[config.mk]
export PLATFORM = sky130hd
export DESIGN_NAME = dwps_dev
export DESIGN_NICKNAME = d
export VERILOG_FILES = /design/src/shared/dwps_pkg.sv /design/src/hdl/dwps_sync.sv /design/src/hdl/dwps_dev.sv
export SDC_FILE = /design/constraint.sdc
export NUM_CORES = 1
export LEC_CHECK = 0
export BUFFER_PORTS_ARGS = -buffer_cell sky130_fd_sc_hd__buf_2
export CAP_MARGIN = 30
export CORE_MARGIN = 2
export CORE_UTILIZATION = 40
export CTS_CLUSTER_DIAMETER = 60
export DETAILED_ROUTE_END_ITERATION = 10
export SLEW_MARGIN = 0
export SYNTH_ARGS = -nofsm -noshare
export SYNTH_HDL_FRONTEND = slang
export SYNTH_SLANG_ARGS = --single-unit
[constraint.sdc]
create_clock -name clk -period 3 [get_ports clk]
set_input_delay 0.75 -clock clk [delete_from_list [all_inputs] [get_ports clk]]
set_output_delay 0.75 -clock clk [all_outputs]
set_load 0.005 [all_outputs]
[src/shared/dwps_pkg.sv]
package dwps_pkg;
  // register map, byte addresses on a 5-bit bus address
  localparam int AXI_AW = 5;
  localparam logic [AXI_AW-1:0] OFF_MODE0 = 5'h00;
  localparam logic [AXI_AW-1:0] OFF_MODE2 = 5'h04;
  localparam logic [AXI_AW-1:0] OFF_STATUS = 5'h08;
  localparam logic [AXI_AW-1:0] OFF_WDATA = 5'h0C;
  localparam logic [AXI_AW-1:0] OFF_SRCNT = 5'h10;
  // mode 0 burst field
  localparam int MODE0_BL_LSB = 0;
  localparam logic [1:0] MODE0_BL_RST = 2'h0;
  localparam logic [1:0] BL_MODE_8 = 2'h0;
  localparam logic [1:0] BL_MODE_OTF = 2'h1;
  localparam logic [1:0] BL_MODE_BC4 = 2'h2;
  // mode 2 self-refresh fields
  localparam int MODE2_ASR_BIT = 6;
  localparam int MODE2_SRT_BIT = 7;
  localparam logic MODE2_ASR_RST = 1'b0;
  localparam logic MODE2_SRT_RST = 1'b0;
  // status layout
  localparam int STAT_ERR_LSB = 16;
  localparam int ERR_W = 3;
  localparam int ERR_CLOSED = 0;
  localparam int ERR_SRE = 1;
  localparam int ERR_OVR = 2;
  // beats per burst
  localparam logic [3:0] BEATS_BL8 = 4'h8;
  localparam logic [3:0] BEATS_BC4 = 4'h4;
  // command code {ras_n, cas_n, we_n}
  localparam logic [2:0] CMD_REF = 3'h1;
  localparam logic [2:0] CMD_PRE = 3'h2;
  localparam logic [2:0] CMD_ACT = 3'h3;
  localparam logic [2:0] CMD_WR = 3'h4;
  localparam logic [2:0] CMD_RD = 3'h5;
  // timing
  localparam int CLK_PERIOD_NS = 10;
  localparam int WL_CK_DEF = 5;
  localparam int TREFI_NORM_NS = 7800;
  localparam int TREFI_EXT_NS = 3900;
  localparam int TREFI_NORM_CYC = TREFI_NORM_NS / CLK_PERIOD_NS;
  localparam int TREFI_EXT_CYC = TREFI_EXT_NS / CLK_PERIOD_NS;
  localparam int TMR_W = 10;
  localparam logic [TMR_W-1:0] RELOAD_NORM = TMR_W'(TREFI_NORM_CYC - 1);
  localparam logic [TMR_W-1:0] RELOAD_EXT = TMR_W'(TREFI_EXT_CYC - 1);
  // bus answers
  localparam logic [1:0] RESP_OKAY = 2'h0;
  localparam logic [1:0] RESP_SLVERR = 2'h2;
  typedef enum logic [1:0] {
    DEV_IDLE = 2'b01,
    DEV_SREF = 2'b10
  } dwps_dev_t;
endpackage

[src/hdl/dwps_sync.sv]
`timescale 1ns/1ps
module dwps_sync
  import dwps_pkg::*;
#(
  parameter int W = 8
)
(
  // system
  input wire logic clk,
  input wire logic nrst,
  input wire logic ce,
  // raw pins
  input wire logic [W-1:0] d,
  // synchronised level and edges
  output logic [W-1:0] q,
  output logic [W-1:0] rise,
  output logic [W-1:0] fall
);
  typedef struct packed {
    logic [W-1:0] s1;
    logic [W-1:0] s2;
    logic [W-1:0] s3;
  } dwps_sync_st_t;

  dwps_sync_st_t r;
  dwps_sync_st_t n;

  always_comb
  begin
    n = r;
    n.s1 = d;
    n.s2 = r.s1;
    n.s3 = r.s2;
  end

  always_ff @(posedge clk or negedge nrst)
  begin
    if (!nrst)
      r <= '0;
    else if (ce)
      r <= n;
  end

  // s1 feeds only s2; edges look at s2 against s3
  for (genvar i = 0; i < W; i++)
  begin : g_bit
    assign q[i] = r.s2[i];
    assign rise[i] = r.s2[i] & ~r.s3[i];
    assign fall[i] = ~r.s2[i] & r.s3[i];
  end
endmodule

[src/hdl/dwps_dev.sv]
// The placing of the registers and the AXI4-Lite slave port were decided locally.
`timescale 1ns/1ps
module dwps_dev
  import dwps_pkg::*;
#(
  parameter int DQW = 16,
  parameter int WL = WL_CK_DEF
)
(
  // system
  input wire logic clk,
  input wire logic nrst,
  input wire logic ce,
  // memory pins
  input wire logic ck,
  input wire logic cke,
  input wire logic cs_n,
  input wire logic ras_n,
  input wire logic cas_n,
  input wire logic we_n,
  input wire logic a10,
  input wire logic a12,
  input wire logic [2:0] ba,
  input wire logic odt,
  input wire logic dqs_t,
  input wire logic [DQW-1:0] dq,
  // temperature sensor
  input wire logic hot,
  // captured write data
  output logic [DQW-1:0] wr_data,
  output logic wr_valid,
  // device state
  output logic in_sr,
  output logic dll_on,
  output logic dll_rst,
  output logic int_ref,
  // axi4-lite slave
  input wire logic [AXI_AW-1:0] s_axi_awaddr,
  input wire logic s_axi_awvalid,
  output logic s_axi_awready,
  input wire logic [31:0] s_axi_wdata,
  input wire logic [3:0] s_axi_wstrb,
  input wire logic s_axi_wvalid,
  output logic s_axi_wready,
  output logic [1:0] s_axi_bresp,
  output logic s_axi_bvalid,
  input wire logic s_axi_bready,
  input wire logic [AXI_AW-1:0] s_axi_araddr,
  input wire logic s_axi_arvalid,
  output logic s_axi_arready,
  output logic [31:0] s_axi_rdata,
  output logic [1:0] s_axi_rresp,
  output logic s_axi_rvalid,
  input wire logic s_axi_rready
);
  localparam int PW = DQW + 14;
  // ck rises a write must stay clear of the previous one; latency fits 15 slots
  localparam logic [1:0] CCD_LEFT = 2'h3;

  typedef struct packed {
    dwps_dev_t st;
    logic [1:0] bl_mode;
    logic asr;
    logic srt;
    logic [7:0] bank_open;
    logic cke_q;
    logic dll_on;
    logic dll_rst;
    logic iref;
    logic [15:0] iref_cnt;
    logic [TMR_W-1:0] iref_tmr;
    logic [3:0] rem;
    logic [14:0][3:0] lat;
    logic [1:0] ccd;
    logic rd_bc4;
    logic [ERR_W-1:0] err;
    logic [DQW-1:0] wdata;
    logic wvalid;
    logic aw_got;
    logic w_got;
    logic [AXI_AW-1:0] awa;
    logic [31:0] wd;
    logic [3:0] ws;
    logic bvalid;
    logic [1:0] bresp;
    logic rvalid;
    logic [1:0] rresp;
    logic [31:0] rdata;
  } dwps_dev_st_t;

  dwps_dev_st_t r;
  dwps_dev_st_t n;

  logic [PW-1:0] ps;
  logic [PW-1:0] pr;
  logic [PW-1:0] pf;
  logic [DQW-1:0] dq_s;
  logic [2:0] ba_s;
  logic [2:0] cmd;
  logic a10_s, a12_s, cs_n_s, ck_rise, cke_s, odt_s, dqs_edge, hot_s;
  logic cmd_go, sre_cmd, srx, wr_go, pre_go, busy, take, add, ext;
  logic aw_hs, w_hs, ar_hs, wr_fire;
  logic [3:0] blen;
  logic [TMR_W-1:0] reload;
  logic [AXI_AW-1:0] awa_w;
  logic [AXI_AW-1:0] ara_w;

  // every pin crosses two flops before the decode looks at it
  dwps_sync #(.W(PW)) u_dwps_sync (
    .clk(clk),
    .nrst(nrst),
    .ce(ce),
    .d({hot, dqs_t, odt, cke, ck, cs_n, ras_n, cas_n, we_n, a12, a10, ba, dq}),
    .q(ps),
    .rise(pr),
    .fall(pf)
  );

  assign dq_s = ps[DQW-1:0];
  assign ba_s = ps[DQW+2:DQW];
  assign a10_s = ps[DQW+3];
  assign a12_s = ps[DQW+4];
  assign cmd = ps[DQW+7:DQW+5];
  assign cs_n_s = ps[DQW+8];
  assign ck_rise = pr[DQW+9];
  assign cke_s = ps[DQW+10];
  assign odt_s = ps[DQW+11];
  assign dqs_edge = pr[DQW+12] | pf[DQW+12];
  assign hot_s = ps[DQW+13];

  // command decode on each ck rising edge
  assign cmd_go = ck_rise && r.st == DEV_IDLE && !cs_n_s && cke_s && r.cke_q;
  assign sre_cmd = ck_rise && r.st == DEV_IDLE && !cs_n_s && r.cke_q && !cke_s
    && cmd == CMD_REF;
  assign srx = ck_rise && r.st == DEV_SREF && cke_s;
  assign wr_go = cmd_go && cmd == CMD_WR;
  assign pre_go = cmd_go && cmd == CMD_PRE;
  assign busy = r.rem != 4'h0 || r.lat != '0;
  assign blen = (r.bl_mode == BL_MODE_BC4 || (r.bl_mode == BL_MODE_OTF && !a12_s))
    ? BEATS_BC4 : BEATS_BL8;
  assign take = dqs_edge && r.rem != 4'h0 && r.st == DEV_IDLE;
  assign add = ck_rise && r.lat[0] != 4'h0;
  assign ext = r.asr ? hot_s : r.srt;
  assign reload = ext ? RELOAD_EXT : RELOAD_NORM;

  assign s_axi_awready = ce && !r.aw_got && !r.bvalid;
  assign s_axi_wready = ce && !r.w_got && !r.bvalid;
  assign s_axi_arready = ce && !r.rvalid;
  assign aw_hs = s_axi_awvalid && s_axi_awready;
  assign w_hs = s_axi_wvalid && s_axi_wready;
  assign ar_hs = s_axi_arvalid && s_axi_arready;
  assign wr_fire = r.aw_got && r.w_got && !r.bvalid;
  assign awa_w = {r.awa[AXI_AW-1:2], 2'b00};
  assign ara_w = {s_axi_araddr[AXI_AW-1:2], 2'b00};

  always_comb
  begin
    n = r;
    n.wvalid = 1'b0;
    n.dll_rst = 1'b0;
    n.iref = 1'b0;
    // bus side first so that hardware error sets below win over a clear
    if (aw_hs)
    begin
      n.aw_got = 1'b1;
      n.awa = s_axi_awaddr;
    end
    if (w_hs)
    begin
      n.w_got = 1'b1;
      n.wd = s_axi_wdata;
      n.ws = s_axi_wstrb;
    end
    if (r.bvalid && s_axi_bready)
      n.bvalid = 1'b0;
    if (wr_fire)
    begin
      n.aw_got = 1'b0;
      n.w_got = 1'b0;
      n.bvalid = 1'b1;
      n.bresp = RESP_OKAY;
      case (awa_w)
        OFF_MODE0:
          if (r.ws[0])
            n.bl_mode = r.wd[MODE0_BL_LSB +: 2];
        OFF_MODE2:
          if (r.ws[0])
          begin
            n.asr = r.wd[MODE2_ASR_BIT];
            n.srt = r.wd[MODE2_SRT_BIT];
          end
        OFF_STATUS:
          if (r.ws[2])
            n.err = r.err & ~r.wd[STAT_ERR_LSB +: ERR_W];
        OFF_WDATA, OFF_SRCNT:
          n.bresp = RESP_OKAY;
        default:
          n.bresp = RESP_SLVERR;
      endcase
    end
    if (r.rvalid && s_axi_rready)
      n.rvalid = 1'b0;
    if (ar_hs)
    begin
      n.rvalid = 1'b1;
      n.rresp = RESP_OKAY;
      case (ara_w)
        OFF_MODE0:
          n.rdata = {30'h0000_0000, r.bl_mode};
        OFF_MODE2:
          n.rdata = {24'h00_0000, r.srt, r.asr, 6'h00};
        OFF_STATUS:
          n.rdata = {13'h0000, r.err, 4'h0, r.rd_bc4, busy, r.dll_on,
            r.st == DEV_SREF, r.bank_open};
        OFF_WDATA:
          n.rdata = 32'(r.wdata);
        OFF_SRCNT:
          n.rdata = {16'h0000, r.iref_cnt};
        default:
        begin
          n.rdata = 32'h0000_0000;
          n.rresp = RESP_SLVERR;
        end
      endcase
    end
    // beat capture on both strobe edges; a queued burst joins the running one
    if (take)
    begin
      n.wdata = dq_s;
      n.wvalid = 1'b1;
    end
    n.rem = r.rem + (add ? r.lat[0] : 4'h0) - {3'h0, take};
    // one slot per ck rise of write latency, so bursts in flight never overwrite
    if (ck_rise)
    begin
      n.lat = r.lat >> 4;
      n.cke_q = cke_s;
      if (r.ccd != 2'h0)
        n.ccd = r.ccd - 2'h1;
    end
    case (r.st)
      DEV_IDLE:
        if (sre_cmd)
        begin
          n.st = DEV_SREF;
          n.dll_on = 1'b0;
          n.iref = 1'b1;
          n.iref_cnt = r.iref_cnt + 16'h0001;
          n.iref_tmr = reload;
          if (r.bank_open != 8'h00 || busy || odt_s)
            n.err[ERR_SRE] = 1'b1;
        end
        else if (cmd_go)
          case (cmd)
            CMD_ACT:
              n.bank_open[ba_s] = 1'b1;
            CMD_PRE:
              if (a10_s)
                n.bank_open = 8'h00;
              else
                n.bank_open[ba_s] = 1'b0;
            CMD_WR:
            begin
              if (!r.bank_open[ba_s])
                n.err[ERR_CLOSED] = 1'b1;
              // a write closer than the column spacing overlaps the one before
              if (r.ccd != 2'h0)
                n.err[ERR_OVR] = 1'b1;
              n.ccd = CCD_LEFT;
              n.lat[WL-1] = blen;
            end
            CMD_RD:
            begin
              if (!r.bank_open[ba_s])
                n.err[ERR_CLOSED] = 1'b1;
              n.rd_bc4 = blen == BEATS_BC4;
            end
            default:
              n.st = DEV_IDLE;
          endcase
      DEV_SREF:
        // all pins but ck, cke and hot are ignored here
        if (srx)
        begin
          n.st = DEV_IDLE;
          n.dll_on = 1'b1;
          n.dll_rst = 1'b1;
        end
        else if (r.iref_tmr == '0)
        begin
          n.iref = 1'b1;
          n.iref_cnt = r.iref_cnt + 16'h0001;
          n.iref_tmr = reload;
        end
        else
          n.iref_tmr = r.iref_tmr - 1'b1;
      default:
        n.st = DEV_IDLE;
    endcase
  end

  always_ff @(posedge clk or negedge nrst)
  begin
    if (!nrst)
    begin
      r <= '0;
      r.st <= DEV_IDLE;
      r.dll_on <= 1'b1;
      r.bl_mode <= MODE0_BL_RST;
      r.asr <= MODE2_ASR_RST;
      r.srt <= MODE2_SRT_RST;
    end
    else if (ce)
      r <= n;
  end

  assign wr_data = r.wdata;
  assign wr_valid = r.wvalid;
  assign in_sr = r.st == DEV_SREF;
  assign dll_on = r.dll_on;
  assign dll_rst = r.dll_rst;
  assign int_ref = r.iref;
  assign s_axi_bresp = r.bresp;
  assign s_axi_bvalid = r.bvalid;
  assign s_axi_rdata = r.rdata;
  assign s_axi_rresp = r.rresp;
  assign s_axi_rvalid = r.rvalid;
endmodule

==> summary.txt <==
Outcome
  – Outcome: complete, no violations

Yosys
  – Distinct cells, synth: 66
  – Top FF cell, synth: dfrtp_1
  – Post-Synth XOR/XNOR Area: 1.05%
  – Area share of the largest cell type after synthesis: 51.5%
  – Avg Inst Size Synth: 11.4 um^2
  – Post-Synth Simple-Gate Area: 11.0%
  – Synth Cell Area: 9140 um^2
  – Syn Inst Count: 801
  – Synth Register Bits: 190
  – Multiplexer area fraction after synthesis: 15.1%
  – Post-synth EDFFs: 0
  – Largest family of logic cells by synthesized area: multiplexers
  – Register area share after synthesis: 52.1%
  – Top cells by area, synth: dfrtp_1, mux2_2, buf_4, o21ai_0, nand2_1
  – Synthesis Warnings: 0
  – Async S/R FF share, synth: 100%
  – Post-Synth Adder-Cell Area: 1.73%
  – Leading area contributor after synthesis: dfrtp_1
  – Compound-Gate Fraction of Synth Area: 11.6%

Timing
  – Fin Setup TNS: 0 ns
  – Slew Limit Fails: 0
  – Max Freq: 400 MHz
  – RSZ-0062 raised after global routing: no
  – Final Cycle Share: 83.3%
  – Min Tclk post-route: 2.50 ns
  – Final Hold Viols: 0
  – Rel. slew slack: 49.7%
  – Worst Max-Slew Pin Slew: 0.754 ns
  – Final count of negative-setup-slack endpoints: 0
  – Final setup skew: 0.0127 ns

Placement
  – IO Port Bufs: 99
  – Post-DP HPWL: 14100 um
  – GPL Wtd Cong: 0.800
  – DP Cell Count: 1134

Final layout
  – Layout cells sized above 1: 31.4%
  – N_diodes: 0
  – # fillers: 2127
  – Nets: 964
  – Layout area overhead: 12.2%
  – Finished Layout Cells: 1166

Worst setup path
  – Worst Path Required: 3.31 ns
  – R2r endpoint: r[166]$_DFFE_PN0P_
  – Reg2Reg Depth: 10
  – Crit Path Class: reg2reg
  – Critical path endpoint category: register
  – Biggest cell delay along the critical path: 0.57 ns
  – Reg-to-Reg Start: r[164]$_DFFE_PN0P_
  – Worst Path Max Fanout: 3
  – CP bufs+invs: 2
  – Crit-path cells: or4_1, and3_1, ha_1, inv_1, ha_1, inv_1, fa_1, xnor2_1, nand2_1, o21ai_0
  – Worst path arrival time: 2.81 ns
  – Startpoint types: register
  – Reg2Reg Setup Slack: 0.50 ns
  – Crit path max-delay family: simple AND/OR/NAND/NOR gates
  – Slowest CP cell: or4_1

Clocking
  – Number of buffers created by CTS: 17
  – Clk Latency, worst-skew pair: 0.43 ns
  – CTS tree: yes
  – Number of gates resized after cts: 0
  – H-tree levels: 4
  – Root Buffer: clkbuf_16
  – # hold bufs at CTS: 0
  – Clock Sinks: 190
  – Post-CTS Setup Bufs: 0
  – CTS Buffer Depth: 2
  – Worst-path clk slew: 0.07 ns

Global route
  – Grt total ovfl: 0
  – Largest net degree at the start of global routing: 72
  – Initial antenna violation count: 0
  – Gr busiest metal: met2
  – First-pass GRT wire length: 32600 um
  – Vias in the first global route: 6154
  – GR Layer Usage met1: 23.3%
  – Met3 Track Usage GR: 3.31%
  – Total track usage: 17.0%
  – Met2 global-route usage: 27.4%

Detailed routing
  – Total number of vias: 6187
  – DRT iter0 DRCs: 327
  – DR pass1 iterations: 5
  – Drt wl/cell: 16.9 um
  – Final ANT Viol Nets: 0
  – Final wirelength: 19700 um
  – Drt drc: 0
  – Avg Vias per Cell: 5.31

Floorplan
  – Initial Util: 40.6%
  – I/O pins: 146
  – Die W: 155 um
  – FP Rows: 55
  – Core area: 22500 um^2
  – Die ar.: 24100 um^2
  – Die height: 155 um

Pwr
  – Total power draw: 7.55 mW
  – Peak supply drop: 0.376 mV
  – PwrDens: 736 nW/um^2
  – Pleak: 4.71 nW

Min path
  – Hold Path Class: in2async

Run
  – Max-cap violations: 0
-- sequential cells by signal, indices dropped and copies added, names as in the netlist --
name	flops
int_ref	1
s_axi_rvalid	1
wr_data	16
s_axi_rdata	19
dll_on	1
s_axi_bvalid	1
dll_rst	1
s_axi_rresp	1
wr_valid	1
u_dwps_sync.q	30
r	82
s_axi_bresp	1
u_dwps_sync.r	2
u_dwps_sync.n	30
awa_w	3
-- power breakdown --
group	leakage (nW)	switching [mW]	internal [mW]
sequential	2.40	0.502	3.10
combinational	2.03	0.829	0.930
clock	0.277	1.07	1.12
total	4.71	2.40	5.15
-- how the worst max path moves through the flow --
stage	from	cells past startpoint	end	slack (ns)
after floorplan	ce	4	s_axi_arready	0.40
after global placement	ce	5	s_axi_rdata[18]$_DFFE_PN0P_	0.41
after detailed placement	ce	5	s_axi_rdata[18]$_DFFE_PN0P_	0.40
after CTS	r[164]$_DFFE_PN0P_	10	r[166]$_DFFE_PN0P_	0.49
after global routing	r[164]$_DFFE_PN0P_	10	r[166]$_DFFE_PN0P_	0.31
final	r[164]$_DFFE_PN0P_	10	r[166]$_DFFE_PN0P_	0.50
-- synthesized netlist by cell type, types with 5 or more instances --
| cell type | number |
|---|---|
| xnor2_1 | 8 |
| nor2_1 | 41 |
| ha_1 | 11 |
| nand3_1 | 8 |
| o31ai_1 | 15 |
| nand4_1 | 6 |
| a21oi_1 | 24 |
| mux2_2 | 110 |
| mux2i_1 | 10 |
| a31oi_1 | 7 |
| buf_4 | 52 |
| nor2b_1 | 11 |
| and3_1 | 8 |
| nor4_1 | 9 |
| nand2b_1 | 8 |
| a22o_1 | 14 |
| o21ai_0 | 53 |
| clkbuf_1 | 26 |
| a21o_1 | 5 |
| nand2_1 | 51 |
| inv_1 | 30 |
| a22oi_1 | 14 |
| nor3_1 | 11 |
| dfrtp_1 | 188 |
-- cells in the final DEF (no fill, tap or decap), types with 11 or more instances in the layout --
| cell | n |
|---|---|
| a22o_1 | 14 |
| conb_1 | 15 |
| nand2_1 | 51 |
| nor2b_1 | 11 |
| mux2_2 | 110 |
| dfrtp_1 | 188 |
| ha_1 | 11 |
| clkbuf_16 | 17 |
| a21oi_1 | 24 |
| o31ai_1 | 15 |
| nor3_1 | 11 |
| o21ai_0 | 53 |
| nor2_1 | 41 |
| a22oi_1 | 14 |
| inv_1 | 30 |
| buf_4 | 21 |
| buf_2 | 97 |
-- layout make-up --
cell class,count,area [um^2],area share [%]
clock inverters,13,120,1.17
inverters,30,113,1.10
repair buffers,121,697,6.80
clock buffers,19,443,4.32
multi-input cells,508,3760,36.7
well taps,285,357,3.48
flip-flops and latches,190,4760,46.4
-- routing by layer --
layer	wire length [um]	up-vias	part of all wire [%]
li1	-	2951	-
met1	9300	3101	47
met2	9510	117	48
met3	671	18	3.4
met4	242	0	1.2
met5	0	-	0
-- metrics by stage --
stage / area [um^2] / hold WS, ns / setup slack (ns) / utilization (%)
after floorplan: 9190 / 0.438 / 0.404 / -
after global placement: 9690 / 0.459 / 0.414 / 43.1
after detailed placement: 9690 / 0.460 / 0.403 / 43.1
after CTS: 10300 / 0.215 / 0.485 / 45.6
after global routing: 10300 / 0.215 / 0.308 / 45.6
final: 10300 / 0.223 / 0.501 / 45.6
-- cells by family after synthesis --
group,after synthesis
buffers and inverters,117
adders and majority gates,12
DFF,190
AOI/OAI and AO/OA,162
other,1
and+or+nand+nor,186
xor gates and xnor gates,11
muxes,122
Power figures use the tool's default switching activity.
